==> config.mk <==
export PLATFORM = sky130hd
export DESIGN_NAME = siar_regs
export DESIGN_NICKNAME = d
export VERILOG_FILES = /design/src/shared/siar_pkg.sv /design/src/shared/siar_edge_if.sv /design/src/design/siar_edge_det.sv /design/src/design/siar_regs.sv
export SDC_FILE = /design/constraint.sdc
export NUM_CORES = 1
export LEC_CHECK = 0
export ABC_AREA = 1
export BUFFER_PORTS_ARGS = -buffer_cell sky130_fd_sc_hd__buf_2
export CAP_MARGIN = 20
export CORE_ASPECT_RATIO = 0.6
export CORE_MARGIN = 5
export CORE_UTILIZATION = 40
export CTS_BUF_LIST = sky130_fd_sc_hd__clkbuf_8
export DETAILED_ROUTE_END_ITERATION = 10
export GPL_ROUTABILITY_DRIVEN = 0
export HOLD_SLACK_MARGIN = 0.05
export PLACE_DENSITY = 0.73
export SYNTH_ARGS = -nofsm -noshare
export SYNTH_HDL_FRONTEND = slang
export SYNTH_SLANG_ARGS = --single-unit
==> constraint.sdc <==
create_clock -name mclk -period 4.8 [get_ports mclk]
set_input_delay 0.24 -clock mclk [delete_from_list [all_inputs] [get_ports mclk]]
set_output_delay 0.24 -clock mclk [all_outputs]
set_load 0.02 [all_outputs]
==> src/shared/siar_pkg.sv <==
// Constants and types for the sensor interrupt mask and indirect access register bank
package siar_pkg;

  // ********************************************
  // Geometry
  // ********************************************
  localparam int SIAR_PORTS  = 2;
  localparam int SIAR_STS_W  = 8;
  localparam int SIAR_TGT_N  = 5;

  // ********************************************
  // Register offsets
  // ********************************************
  localparam logic [7:0] SIAR_OFS_RISE_MASK  = 8'h7e;
  localparam logic [7:0] SIAR_OFS_FALL_MASK  = 8'h7f;
  localparam logic [7:0] SIAR_OFS_RSVD_LO_A  = 8'ha0;
  localparam logic [7:0] SIAR_OFS_RSVD_LO_B  = 8'ha4;
  localparam logic [7:0] SIAR_OFS_FREQ       = 8'ha5;
  localparam logic [7:0] SIAR_OFS_RSVD_HI_A  = 8'ha7;
  localparam logic [7:0] SIAR_OFS_RSVD_HI_B  = 8'haf;
  localparam logic [7:0] SIAR_OFS_CTL        = 8'hb0;
  localparam logic [7:0] SIAR_OFS_OFFSET     = 8'hb1;
  localparam logic [7:0] SIAR_OFS_DATA       = 8'hb2;

  // ********************************************
  // Control register fields
  // ********************************************
  localparam int SIAR_CTL_READ_BIT = 0;
  localparam int SIAR_CTL_AUTO_BIT = 1;
  localparam int SIAR_CTL_SEL_LSB  = 2;
  localparam int SIAR_CTL_SEL_MSB  = 5;

  // ********************************************
  // Reset and fill values
  // ********************************************
  localparam logic [7:0] SIAR_RST_MASK   = 8'h00;
  localparam logic [7:0] SIAR_RST_FREQ   = 8'h00;
  localparam logic [3:0] SIAR_RST_SEL    = 4'h0;
  localparam logic       SIAR_RST_FLAG   = 1'b0;
  localparam logic [7:0] SIAR_RST_OFFSET = 8'h00;
  localparam logic [7:0] SIAR_RSVD_READ  = 8'h00;
  localparam logic [1:0] SIAR_CTL_RSVD   = 2'h0;
  localparam logic [7:0] SIAR_OFS_STEP   = 8'h01;

  // ********************************************
  // Indirect targets
  // ********************************************
  typedef enum logic [3:0] {
    SIAR_TGT_PATGEN  = 4'h0,
    SIAR_TGT_RX0     = 4'h1,
    SIAR_TGT_RX1     = 4'h2,
    SIAR_TGT_SHARED  = 4'h5,
    SIAR_TGT_BOTH_RX = 4'h6,
    SIAR_TGT_VIDOUT  = 4'h7
  } siar_target_t;

  // Bit positions of the per-target strobe vectors
  localparam int SIAR_EN_PATGEN = 0;
  localparam int SIAR_EN_RX0    = 1;
  localparam int SIAR_EN_RX1    = 2;
  localparam int SIAR_EN_SHARED = 3;
  localparam int SIAR_EN_VIDOUT = 4;

endpackage : siar_pkg
==> src/shared/siar_edge_if.sv <==
// Carrier between the register core and one port's edge detector
`timescale 1ns/10ps
`default_nettype none

interface siar_edge_if;
  import siar_pkg::*;
  logic [SIAR_STS_W-1:0] status;
  logic [SIAR_STS_W-1:0] rise_mask;
  logic [SIAR_STS_W-1:0] fall_mask;
  logic [SIAR_STS_W-1:0] rise_clr;
  logic [SIAR_STS_W-1:0] fall_clr;
  logic [SIAR_STS_W-1:0] rise_latch;
  logic [SIAR_STS_W-1:0] fall_latch;

  modport core (
    output status, rise_mask, fall_mask, rise_clr, fall_clr,
    input  rise_latch, fall_latch
  );
  modport det (
    input  status, rise_mask, fall_mask, rise_clr, fall_clr,
    output rise_latch, fall_latch
  );
endinterface : siar_edge_if

`default_nettype wire

==> src/design/siar_edge_det.sv <==
// Edge detector and sticky latches for one receive port's sensor status
`timescale 1ns/10ps
`default_nettype none

module siar_edge_det
  import siar_pkg::*;
(
  // Clock and reset
  input  wire logic mclk,
  input  wire logic rst,
  // Port link to the core
  siar_edge_if.det  eif
);

  logic [SIAR_STS_W-1:0] prev_reg;
  logic [SIAR_STS_W-1:0] prev_next;
  logic                  primed_reg;
  logic                  primed_next;
  logic [SIAR_STS_W-1:0] rise_reg;
  logic [SIAR_STS_W-1:0] rise_next;
  logic [SIAR_STS_W-1:0] fall_reg;
  logic [SIAR_STS_W-1:0] fall_next;
  logic [SIAR_STS_W-1:0] rise_ev;
  logic [SIAR_STS_W-1:0] fall_ev;

  always_comb begin
    prev_next   = eif.status;
    primed_next = 1'b1;
    // No edge is claimed on the first cycle after reset, prev holds no real sample yet
    rise_ev     = eif.status & ~prev_reg & eif.rise_mask & {SIAR_STS_W{primed_reg}};
    fall_ev     = ~eif.status & prev_reg & eif.fall_mask & {SIAR_STS_W{primed_reg}};
    // Set beats clear so an edge in the clearing cycle is kept
    rise_next   = (rise_reg & ~eif.rise_clr) | rise_ev;
    fall_next   = (fall_reg & ~eif.fall_clr) | fall_ev;
  end

  always_ff @(posedge mclk or posedge rst) begin
    if (rst) begin
      prev_reg   <= SIAR_RST_MASK;
      primed_reg <= SIAR_RST_FLAG;
      rise_reg   <= SIAR_RST_MASK;
      fall_reg   <= SIAR_RST_MASK;
    end else begin
      prev_reg   <= prev_next;
      primed_reg <= primed_next;
      rise_reg   <= rise_next;
      fall_reg   <= fall_next;
    end
  end

  assign eif.rise_latch = rise_reg;
  assign eif.fall_latch = fall_reg;

endmodule : siar_edge_det

`default_nettype wire

==> src/design/siar_regs.sv <==
// Sensor edge interrupt masks, reference clock readout and indirect access port
//
// What this block does
// - A rising edge on a sensor status bit whose rise mask bit is set is latched as a rise interrupt.
// - A falling edge on a sensor status bit whose fall mask bit is set is latched as a fall interrupt.
// - Each receive port has its own pair of mask registers and the port select chooses which one is accessed.
// - The reference clock frequency in whole MHz reads back as a read-only byte that resets to zero.
// - Bits 5 to 2 of the control register select the indirect target, with unlisted codes reserved.
// - Target code 0110 sends an indirect write to both receive ports at once.
// - With auto-increment on, the indirect offset steps by one after each indirect read or write; a data read in the cycle after a data write shares its step.
// - With the read bit on, writing the offset register sends a read strobe to the selected target.
// - With read and auto-increment both on, each host read of the data register is followed by a new read strobe.
// - The offset register holds a full 8-bit offset in bits 7 to 0.
// - Control bits 7 and 6 read as zero and the select, auto-increment and read fields reset to zero.
// - Writing the data register writes that byte to the target, reading it returns the target's value.
`timescale 1ns/10ps
`default_nettype none

module siar_regs
  import siar_pkg::*;
(
  // Clock and reset
  input  wire logic                  mclk,
  input  wire logic                  rst,
  // Register access port
  input  wire logic [7:0]            reg_addr,
  input  wire logic                  reg_wr,
  input  wire logic [7:0]            reg_wdata,
  input  wire logic                  reg_rd,
  output var  logic [7:0]            reg_rdata,
  output var  logic                  reg_rvalid,
  input  wire logic                  rx_port_sel,
  // Sensor status and interrupt latches
  input  wire logic [SIAR_STS_W-1:0] sensor_status_word_p0,
  input  wire logic [SIAR_STS_W-1:0] sensor_status_word_p1,
  input  wire logic [SIAR_STS_W-1:0] rise_clr_p0,
  input  wire logic [SIAR_STS_W-1:0] rise_clr_p1,
  input  wire logic [SIAR_STS_W-1:0] fall_clr_p0,
  input  wire logic [SIAR_STS_W-1:0] fall_clr_p1,
  output var  logic [SIAR_STS_W-1:0] rise_irq_latch_p0,
  output var  logic [SIAR_STS_W-1:0] rise_irq_latch_p1,
  output var  logic [SIAR_STS_W-1:0] fall_irq_latch_p0,
  output var  logic [SIAR_STS_W-1:0] fall_irq_latch_p1,
  // Reference clock measurement
  input  wire logic [7:0]            ref_clock_freq_meas_mhz,
  // Indirect access to target blocks
  output var  logic [SIAR_TGT_N-1:0] ind_wr_strobe,
  output var  logic [SIAR_TGT_N-1:0] ind_rd_strobe,
  output var  logic [7:0]            indirect_offset_value,
  output var  logic [7:0]            indirect_data_value,
  input  wire logic [7:0]            ind_read_data
);

  // ********************************************
  // Helpers
  // ********************************************

  // Maps a target code to per-block strobe enables; reserved codes strobe nothing
  function automatic logic [SIAR_TGT_N-1:0] target_enables(
    input logic [3:0] sel,
    input logic       is_write
  );
    logic [SIAR_TGT_N-1:0] en;
    en = '0;
    case (sel)
      SIAR_TGT_PATGEN: begin
        en[SIAR_EN_PATGEN] = 1'b1;
      end
      SIAR_TGT_RX0: begin
        en[SIAR_EN_RX0] = 1'b1;
      end
      SIAR_TGT_RX1: begin
        en[SIAR_EN_RX1] = 1'b1;
      end
      SIAR_TGT_SHARED: begin
        en[SIAR_EN_SHARED] = 1'b1;
      end
      SIAR_TGT_BOTH_RX: begin
        // Broadcast only makes sense for writes; reads come from port 0
        en[SIAR_EN_RX0] = 1'b1;
        en[SIAR_EN_RX1] = is_write;
      end
      SIAR_TGT_VIDOUT: begin
        en[SIAR_EN_VIDOUT] = 1'b1;
      end
      default: begin
        en = '0;
      end
    endcase
    return en;
  endfunction : target_enables

  function automatic logic in_range(
    input logic [7:0] addr,
    input logic [7:0] lo,
    input logic [7:0] hi
  );
    return (addr >= lo) && (addr <= hi);
  endfunction : in_range

  // ********************************************
  // State
  // ********************************************
  logic [SIAR_STS_W-1:0] rise_mask_reg  [SIAR_PORTS];
  logic [SIAR_STS_W-1:0] rise_mask_next [SIAR_PORTS];
  logic [SIAR_STS_W-1:0] fall_mask_reg  [SIAR_PORTS];
  logic [SIAR_STS_W-1:0] fall_mask_next [SIAR_PORTS];
  logic [7:0]            freq_reg;
  logic [7:0]            freq_next;
  logic [3:0]            sel_reg;
  logic [3:0]            sel_next;
  logic                  auto_reg;
  logic                  auto_next;
  logic                  read_reg;
  logic                  read_next;
  logic [7:0]            offset_reg;
  logic [7:0]            offset_next;
  logic [7:0]            wdata_reg;
  logic [7:0]            wdata_next;
  logic [SIAR_TGT_N-1:0] wr_str_reg;
  logic [SIAR_TGT_N-1:0] wr_str_next;
  logic [SIAR_TGT_N-1:0] rd_str_reg;
  logic [SIAR_TGT_N-1:0] rd_str_next;
  logic                  wr_inc_reg;
  logic                  wr_inc_next;
  logic [7:0]            rdata_reg;
  logic [7:0]            rdata_next;
  logic                  rvalid_reg;
  logic                  rvalid_next;
  logic [7:0]            ctl_view;

  // ********************************************
  // Next-state logic
  // ********************************************
  assign ctl_view = {SIAR_CTL_RSVD, sel_reg, auto_reg, read_reg};

  always_comb begin
    rise_mask_next = rise_mask_reg;
    fall_mask_next = fall_mask_reg;
    // Sampled every cycle; the source is asynchronous so a read may catch a changing value
    freq_next      = ref_clock_freq_meas_mhz;
    sel_next       = sel_reg;
    auto_next      = auto_reg;
    read_next      = read_reg;
    offset_next    = offset_reg;
    wdata_next     = wdata_reg;
    wr_str_next    = '0;
    rd_str_next    = '0;
    wr_inc_next    = 1'b0;
    rdata_next     = rdata_reg;
    rvalid_next    = 1'b0;

    // Step after the write strobe has gone out with the old offset
    if (wr_inc_reg && auto_reg) begin
      offset_next = offset_reg + SIAR_OFS_STEP;
    end

    if (reg_wr) begin
      // A write in the same cycle as a read wins; the read is dropped
      case (reg_addr)
        SIAR_OFS_RISE_MASK: begin
          rise_mask_next[rx_port_sel] = reg_wdata;
        end
        SIAR_OFS_FALL_MASK: begin
          fall_mask_next[rx_port_sel] = reg_wdata;
        end
        SIAR_OFS_CTL: begin
          sel_next  = reg_wdata[SIAR_CTL_SEL_MSB:SIAR_CTL_SEL_LSB];
          auto_next = reg_wdata[SIAR_CTL_AUTO_BIT];
          read_next = reg_wdata[SIAR_CTL_READ_BIT];
        end
        SIAR_OFS_OFFSET: begin
          offset_next = reg_wdata;
          if (read_reg) begin
            rd_str_next = target_enables(sel_reg, 1'b0);
          end
        end
        SIAR_OFS_DATA: begin
          wdata_next  = reg_wdata;
          wr_str_next = target_enables(sel_reg, 1'b1);
          wr_inc_next = 1'b1;
        end
        default: begin
        end
      endcase
    end else if (reg_rd) begin
      rvalid_next = 1'b1;
      case (reg_addr)
        SIAR_OFS_RISE_MASK: begin
          rdata_next = rise_mask_reg[rx_port_sel];
        end
        SIAR_OFS_FALL_MASK: begin
          rdata_next = fall_mask_reg[rx_port_sel];
        end
        SIAR_OFS_FREQ: begin
          rdata_next = freq_reg;
        end
        SIAR_OFS_CTL: begin
          rdata_next = ctl_view;
        end
        SIAR_OFS_OFFSET: begin
          rdata_next = offset_reg;
        end
        SIAR_OFS_DATA: begin
          rdata_next = ind_read_data;
          if (auto_reg) begin
            offset_next = offset_reg + SIAR_OFS_STEP;
            if (read_reg) begin
              // Strobe leaves together with the stepped offset
              rd_str_next = target_enables(sel_reg, 1'b0);
            end
          end
        end
        default: begin
          // Reserved blocks and unmapped offsets read as zero
          rdata_next = SIAR_RSVD_READ;
          if (in_range(reg_addr, SIAR_OFS_RSVD_LO_A, SIAR_OFS_RSVD_LO_B) ||
              in_range(reg_addr, SIAR_OFS_RSVD_HI_A, SIAR_OFS_RSVD_HI_B)) begin
            rdata_next = SIAR_RSVD_READ;
          end
        end
      endcase
    end
  end

  // ********************************************
  // Registers
  // ********************************************
  always_ff @(posedge mclk or posedge rst) begin
    if (rst) begin
      for (int p = 0; p < SIAR_PORTS; p++) begin
        rise_mask_reg[p] <= SIAR_RST_MASK;
        fall_mask_reg[p] <= SIAR_RST_MASK;
      end
      freq_reg   <= SIAR_RST_FREQ;
      sel_reg    <= SIAR_RST_SEL;
      auto_reg   <= SIAR_RST_FLAG;
      read_reg   <= SIAR_RST_FLAG;
      offset_reg <= SIAR_RST_OFFSET;
      wdata_reg  <= SIAR_RST_MASK;
      wr_str_reg <= '0;
      rd_str_reg <= '0;
      wr_inc_reg <= SIAR_RST_FLAG;
      rdata_reg  <= SIAR_RSVD_READ;
      rvalid_reg <= SIAR_RST_FLAG;
    end else begin
      rise_mask_reg <= rise_mask_next;
      fall_mask_reg <= fall_mask_next;
      freq_reg      <= freq_next;
      sel_reg       <= sel_next;
      auto_reg      <= auto_next;
      read_reg      <= read_next;
      offset_reg    <= offset_next;
      wdata_reg     <= wdata_next;
      wr_str_reg    <= wr_str_next;
      rd_str_reg    <= rd_str_next;
      wr_inc_reg    <= wr_inc_next;
      rdata_reg     <= rdata_next;
      rvalid_reg    <= rvalid_next;
    end
  end

  // ********************************************
  // Per-port edge detectors
  // ********************************************
  siar_edge_if eif [SIAR_PORTS] ();

  for (genvar p = 0; p < SIAR_PORTS; p++) begin : g_port
    assign eif[p].rise_mask = rise_mask_reg[p];
    assign eif[p].fall_mask = fall_mask_reg[p];
    siar_edge_det u_det (
      .mclk (mclk),
      .rst  (rst),
      .eif  (eif[p])
    );
  end

  assign eif[0].status   = sensor_status_word_p0;
  assign eif[1].status   = sensor_status_word_p1;
  assign eif[0].rise_clr = rise_clr_p0;
  assign eif[1].rise_clr = rise_clr_p1;
  assign eif[0].fall_clr = fall_clr_p0;
  assign eif[1].fall_clr = fall_clr_p1;

  // ********************************************
  // Outputs
  // ********************************************
  assign rise_irq_latch_p0     = eif[0].rise_latch;
  assign rise_irq_latch_p1     = eif[1].rise_latch;
  assign fall_irq_latch_p0     = eif[0].fall_latch;
  assign fall_irq_latch_p1     = eif[1].fall_latch;
  assign reg_rdata             = rdata_reg;
  assign reg_rvalid            = rvalid_reg;
  assign ind_wr_strobe         = wr_str_reg;
  assign ind_rd_strobe         = rd_str_reg;
  assign indirect_offset_value = offset_reg;
  assign indirect_data_value   = wdata_reg;

endmodule : siar_regs

`default_nettype wire

Word level (Yosys, flattened, before mapping)

Index checks and enable logic that the tools add are counted.

Word-level logic and storage cells: 111
Register bits after elaboration: 131
Bits of input ports: 85
Output and inout bits: 67

Order comparisons: 2
Equal/unequal tests: 11
Reductions and logical operators: 10
Add/subtract/negate cells: 1
Bitwise gates (word level): 30
Multiplexer cells: 35

Operators by type and width:

| cell                                                                          | count |
|---|---|
| 8-bit AND                                                                     | 16 |
| 8-bit 2-to-1 mux                                                              | 13 |
| 8-bit NOT                                                                     | 8 |
| 8-bit case mux with 6 select lines                                            | 1 |
| 5-bit 2-to-1 mux                                                              | 8 |
| 16-bit bitwise mux                                                            | 2 |
| 8-bit == test (second input constant)                                         | 4 |
| 8-bit OR                                                                      | 4 |
| 8-bit by 7-bit == test with 1-bit output (second input constant)              | 2 |
| 4-bit by 3-bit == test with 1-bit output (second input constant)              | 3 |
| 1-bit 2-to-1 mux                                                              | 10 |
| 2-bit AND reduction                                                           | 5 |
| 8-bit by 1-bit adder with 8-bit output (second input constant)                | 1 |
| 8-bit demux with 1-bit select                                                 | 1 |
| 4-bit by 1-bit == test with 1-bit output (second input constant)              | 1 |
| 4-bit by 2-bit == test with 1-bit output (second input constant)              | 1 |
| 4-bit logical NOT                                                             | 1 |
| 2-bit OR reduction                                                            | 2 |
| 2-bit greater-or-equal comparator (second input constant)                     | 1 |
| 1-bit logical AND                                                             | 2 |
| 2-bit by 1-bit less-than comparator with 1-bit output (second input constant) | 1 |
| 1-bit NOT with 2-bit output                                                   | 1 |
| 1-bit NOT                                                                     | 1 |

Logic depth before layout (Yosys ltp)

Word-level depth: 8
Depth in mapped cells: 11
Gate-level depth less buffers: 9

Hierarchy

A second synthesis with hierarchy kept.

Cells, all modules: 859
Area, all modules: 6608.8 sq um

Modules (own cells, without submodules):

| module        | instances | area each (sq um) | cells an instance | sequential area each (sq um) |
|---|---|---|---|---|
| siar_regs     | 1         | 4269.1            | 545               | 2052.0 |
| siar_edge_det | 2         | 1169.9            | 157               | 625.6 |

Worst setup path after synthesis

OpenSTA, ideal clock, no wires.

Path type: register to register
Start: register offset_reg[1], in the netlist indirect_offset_value[1]
End: register offset_reg[4], in the netlist indirect_offset_value[4]
Setup time: 0.117 ns
Clock period less this slack: 1.399 ns
Data arrival time: 1.282 ns
Buffers on the path: 0
Required time: 4.683 ns
Slack: 3.401 ns
Cell stages (with the launch flop): 7
Cell sequence: dfrtp_1 ha_1 nand3_1 xnor2_1 or2_0 nand3_1 nand2_1

Longest elaborated chain between the ends: 6
Elaborated cells between the ends (all ways): 7
Classes of those cells: 1 x add/sub; 6 x mux

RTL lines:

| element                                  | RTL line                           | text |
|---|---|---|
| start, declared                          | siar_regs.sv:116                   | `logic [7:0] offset_reg;` |
| start signal, assigned                   | siar_regs.sv:253                   | `offset_reg <= offset_next;` |
| 8-bit by 1-bit adder with 8-bit output * | siar_regs.sv:155, siar_regs.sv:207 |  |
| 8-bit 2-to-1 mux                         | siar_regs.sv:154                   | `if (wr_inc_reg && auto_reg) begin` |
| 8-bit 2-to-1 mux                         | siar_regs.sv:206                   | `if (auto_reg) begin` |
| 8-bit 2-to-1 mux                         | siar_regs.sv:188                   | `case (reg_addr)` |
| 8-bit 2-to-1 mux                         | siar_regs.sv:186                   | `end else if (reg_rd) begin` |
| 8-bit 2-to-1 mux *                       | siar_regs.sv:158                   | `if (reg_wr) begin` |
| named net offset_next[4]                 | siar_regs.sv:117                   | `logic [7:0] offset_next;` |

Mark *: on every way through the listed nets, which the timed path passes. The rest lies on a longest branch.
A chain may end at the register's enable or synchronous reset.

==> reports/metrics.csv <==
stage,metric,value,unit
floorplan,die_width,166,um
cells_and_area,area_delta_synth_final,33.3,%
sta,fin_skew,0.0115,ns
drt,first_iter_violations,592,
floorplan,coreArea,0.0144,mm^2
cells_and_area,fin_util,54.0,%
drt,route.detailed.drc,0,
cells_and_area,final_cell_count_no_fill,1102,
global_routing,grt_remaining_overflow,0,
global_routing,gr-usage-all-layers,21.3,%
power,irDropWorstVdd,152,uV
global_routing,grt_pass1_vias,5442,
outcome,outcome,"finished, final reports clean",
logic_synthesis,yosysTopAreaCell,dfrtp_1,
logic_synthesis,synth_area,0.00583,mm^2
sta,timing.setup.tns,0,ns
worst_setup_path,path_cells,"dlygate4sd3_1, buf_2, inv_4, buf_4",
logic_synthesis,ys_seq_area_share,56.2,%
drt,via_per_inst,4.93,
worst_setup_path,cp_top_family,buffers and inverters,
sta,period_share,32.7,%
clock_tree,tritoncts,built,
worst_setup_path,crit_path_end_kind,async pin,
power,p_comb_share,9.5,%
drt,drt-total-wl,17800,um
sta,worstMarginPinSlew,1.03,ns
power,switching_share,25.8,%
power,leakage,4.03,nW
logic_synthesis,synthCells,675,
cells_and_area,mostFrequentLayoutCells,"175 x nand2_1, 151 x buf_2, 131 x dfrtp_1",
drt,antenna_left,0,
clock_tree,cts_max_path_buffers,2,
cells_and_area,drive_gt1_share,24.0,%
clock_tree,cts.clk_slew.worst_paths,0.08,ns
sta,min_period,1.57,ns
placed_design,portBuffers,151,
worst_setup_path,r2r_cells,2,
cells_and_area,final_common_cell,nand2_1,
floorplan,die_y,104,um
sta,max_slew_margin,31.6,%
logic_synthesis,synth_edf_count,0,
logic_synthesis,yosysWarnings,0,
logic_synthesis,ys_ff_latch,131,
drt,via_count,5434,
clock_tree,clkLatencyLatePin,0.43,ns
power,power.internal,1.76,mW
worst_setup_path,critical_path.slowest_cell,inv_4,
clock_tree,root_buffer,clkbuf_8,
power,p_sw,611,uW
worst_hold_path,hp-class,input port to flip-flop,
worst_setup_path,max_stage_delay,0.59,ns
worst_setup_path,crit_cells,4,
job,drv_cap,0,
worst_hold_path,min_path_cells,3,
sta,fmax,0.637,GHz
worst_setup_path,critical_path_class,input port to async pin,
worst_setup_path,cp_max_fo,69,
sta,drv_slew,0,
clock_tree,cts-resized-gates,0,
logic_synthesis,synth_area_leaders,"dfrtp_1 56%, nand2_1 11%, nand3_1 7.6%, inv_1 4.3%, nor2_1 4.3%",
logic_synthesis,ys_types,33,
floorplan,initial_utilization,40.5,%
worst_setup_path,critPathRequiredTime,5.35,ns
cells_and_area,nNetsFinal,978,
floorplan,fp-row-count,34,
placed_design,dp.cells,1009,
sta,grt_setup_unrepaired,false,
sta,finalHoldViolCount,0,
worst_setup_path,critPathArrivalTime,2.12,ns
clock_tree,clock_sinks,131,
logic_synthesis,synth_flop_cell,dfrtp_1,
placed_design,pre_cts_ws,3.01,ns
sta,setup_viol_count_final,0,
power,pwr-share-seq,49.7,%
sta,fin_ws,3.23,ns
drt,first_pass_iters,5,
global_routing,grt_max_degree,70,
cells_and_area,antenna_cells,0,
floorplan,die_area,0.0172,mm^2
power,total_power,2.37,mW
clock_tree,cts_max_level,4,
power,pwr-share-clk,40.8,%
drt,wl_per_cell,16.2,um
global_routing,antenna_found_initial,0,
logic_synthesis,syn_nets,761,
logic_synthesis,synth_top_cell_area_share,56.2,%
placed_design,hpwl,12700,um
logic_synthesis,synth_area_per_cell,8.64,um^2
logic_synthesis,async_reset_ff_share,100,%
floorplan,io_pins,152,
worst_setup_path,critPathBufInv,4,
power,p_per_area,305,mW/mm^2
clock_tree,cts_made_buffers,17,
global_routing,grt_pass1_wl,29400,um
worst_setup_path,critPathLaunchType,input port,
[cell type report]
class                   count  area (um^2)
clock inverters            13          161
repair buffers            215         1390
multi-input cells         451         2160
well taps                 198          248
inverters                  76          288
flip-flops and latches    131         3280
clock buffers              18          248
fillers                  1346         6610
[worst paths after layout]
path | from | endpoint | slack, ns
min in group asynchronous | rst | g_port[0].u_det.eif.fall_latch[0] | 0.54
min reg2reg | g_port[0].u_det.prev_reg[5] | g_port[0].u_det.eif.rise_latch[5] | 0.45
max in group mclk | g_port[1].u_det.primed_reg | g_port[0].u_det.eif.fall_latch[7] | 3.28
max | rst | indirect_data_value[1] | 3.23
min | reg_wdata[0] | indirect_offset_value[0] | 0.14
max reg2reg | g_port[1].u_det.primed_reg | g_port[0].u_det.eif.fall_latch[7] | 3.28
[cell usage after synthesis (3+ instances only)]
| library cell | instances |
|---|---|
| nand2_2 | 4 |
| inv_2 | 9 |
| nand3_1 | 89 |
| a21oi_1 | 5 |
| buf_6 | 4 |
| dfrtp_1 | 131 |
| nor2_1 | 67 |
| buf_2 | 7 |
| o21ai_0 | 8 |
| o21ai_2 | 6 |
| o22ai_1 | 31 |
| clkbuf_1 | 4 |
| nand4_1 | 5 |
| nand2_1 | 175 |
| o21ai_1 | 34 |
| nand3_2 | 4 |
| inv_1 | 67 |
| o21a_1 | 3 |
[layer usage]
layer  global-route usage [%]  vias up  share of wire [%]
li1                         -     2646                  -
met4                     5.71        0                1.1
met1                     32.9     2569                 51
met2                     29.3      202                 41
met5                        0        -                  0
met3                     5.82       17                7.6
[logic make-up (layout without fill, tap and decap cells)]
logic type	after synthesis	after routing	synth area share, %
fa+ha+maj	1	1	0.215
simple gates	356	356	27.2
xor+xnor	3	3	0.451
flops	131	131	56.2
other cells	1	1	0.0643
compound gates	90	90	9.06
buf+inv	93	322	6.78
[through the flow]
stage,area [um^2],hold WS [ns]
floorplan,5830,0.271
global placement,6740,0.350
detailed placement,6740,0.350
CTS,7770,0.128
global route,7770,0.166
finish,7770,0.142
[worst register-to-register path, delay by kind of cell, from the launching register on]
family | cells | cell delay (ns)
flip-flops | 1 | 1.02
AND/OR/NAND/NOR | 1 | 0.19
AO/OA/AOI/OAI | 1 | 0.22
[power by group through the flow]
stage	clock (mW)	combinational [mW]	sequential, mW
after floorplan	0	0.0922	1.19
after global placement	0	0.182	1.20
after detailed placement	0	0.185	1.19
after CTS	0.994	0.224	1.17
after global routing	1.04	0.252	1.18
final	0.966	0.225	1.17
[repair_timing]
| action | 4_1_cts | 5_1_grt |
|---|---|---|
| setup buffers | 0 | 0 |
| hold endpoints to repair | 129 | 0 |
| hold buffers | 62 | 0 |
No activity file was read; power rests on OpenSTA's default activity.
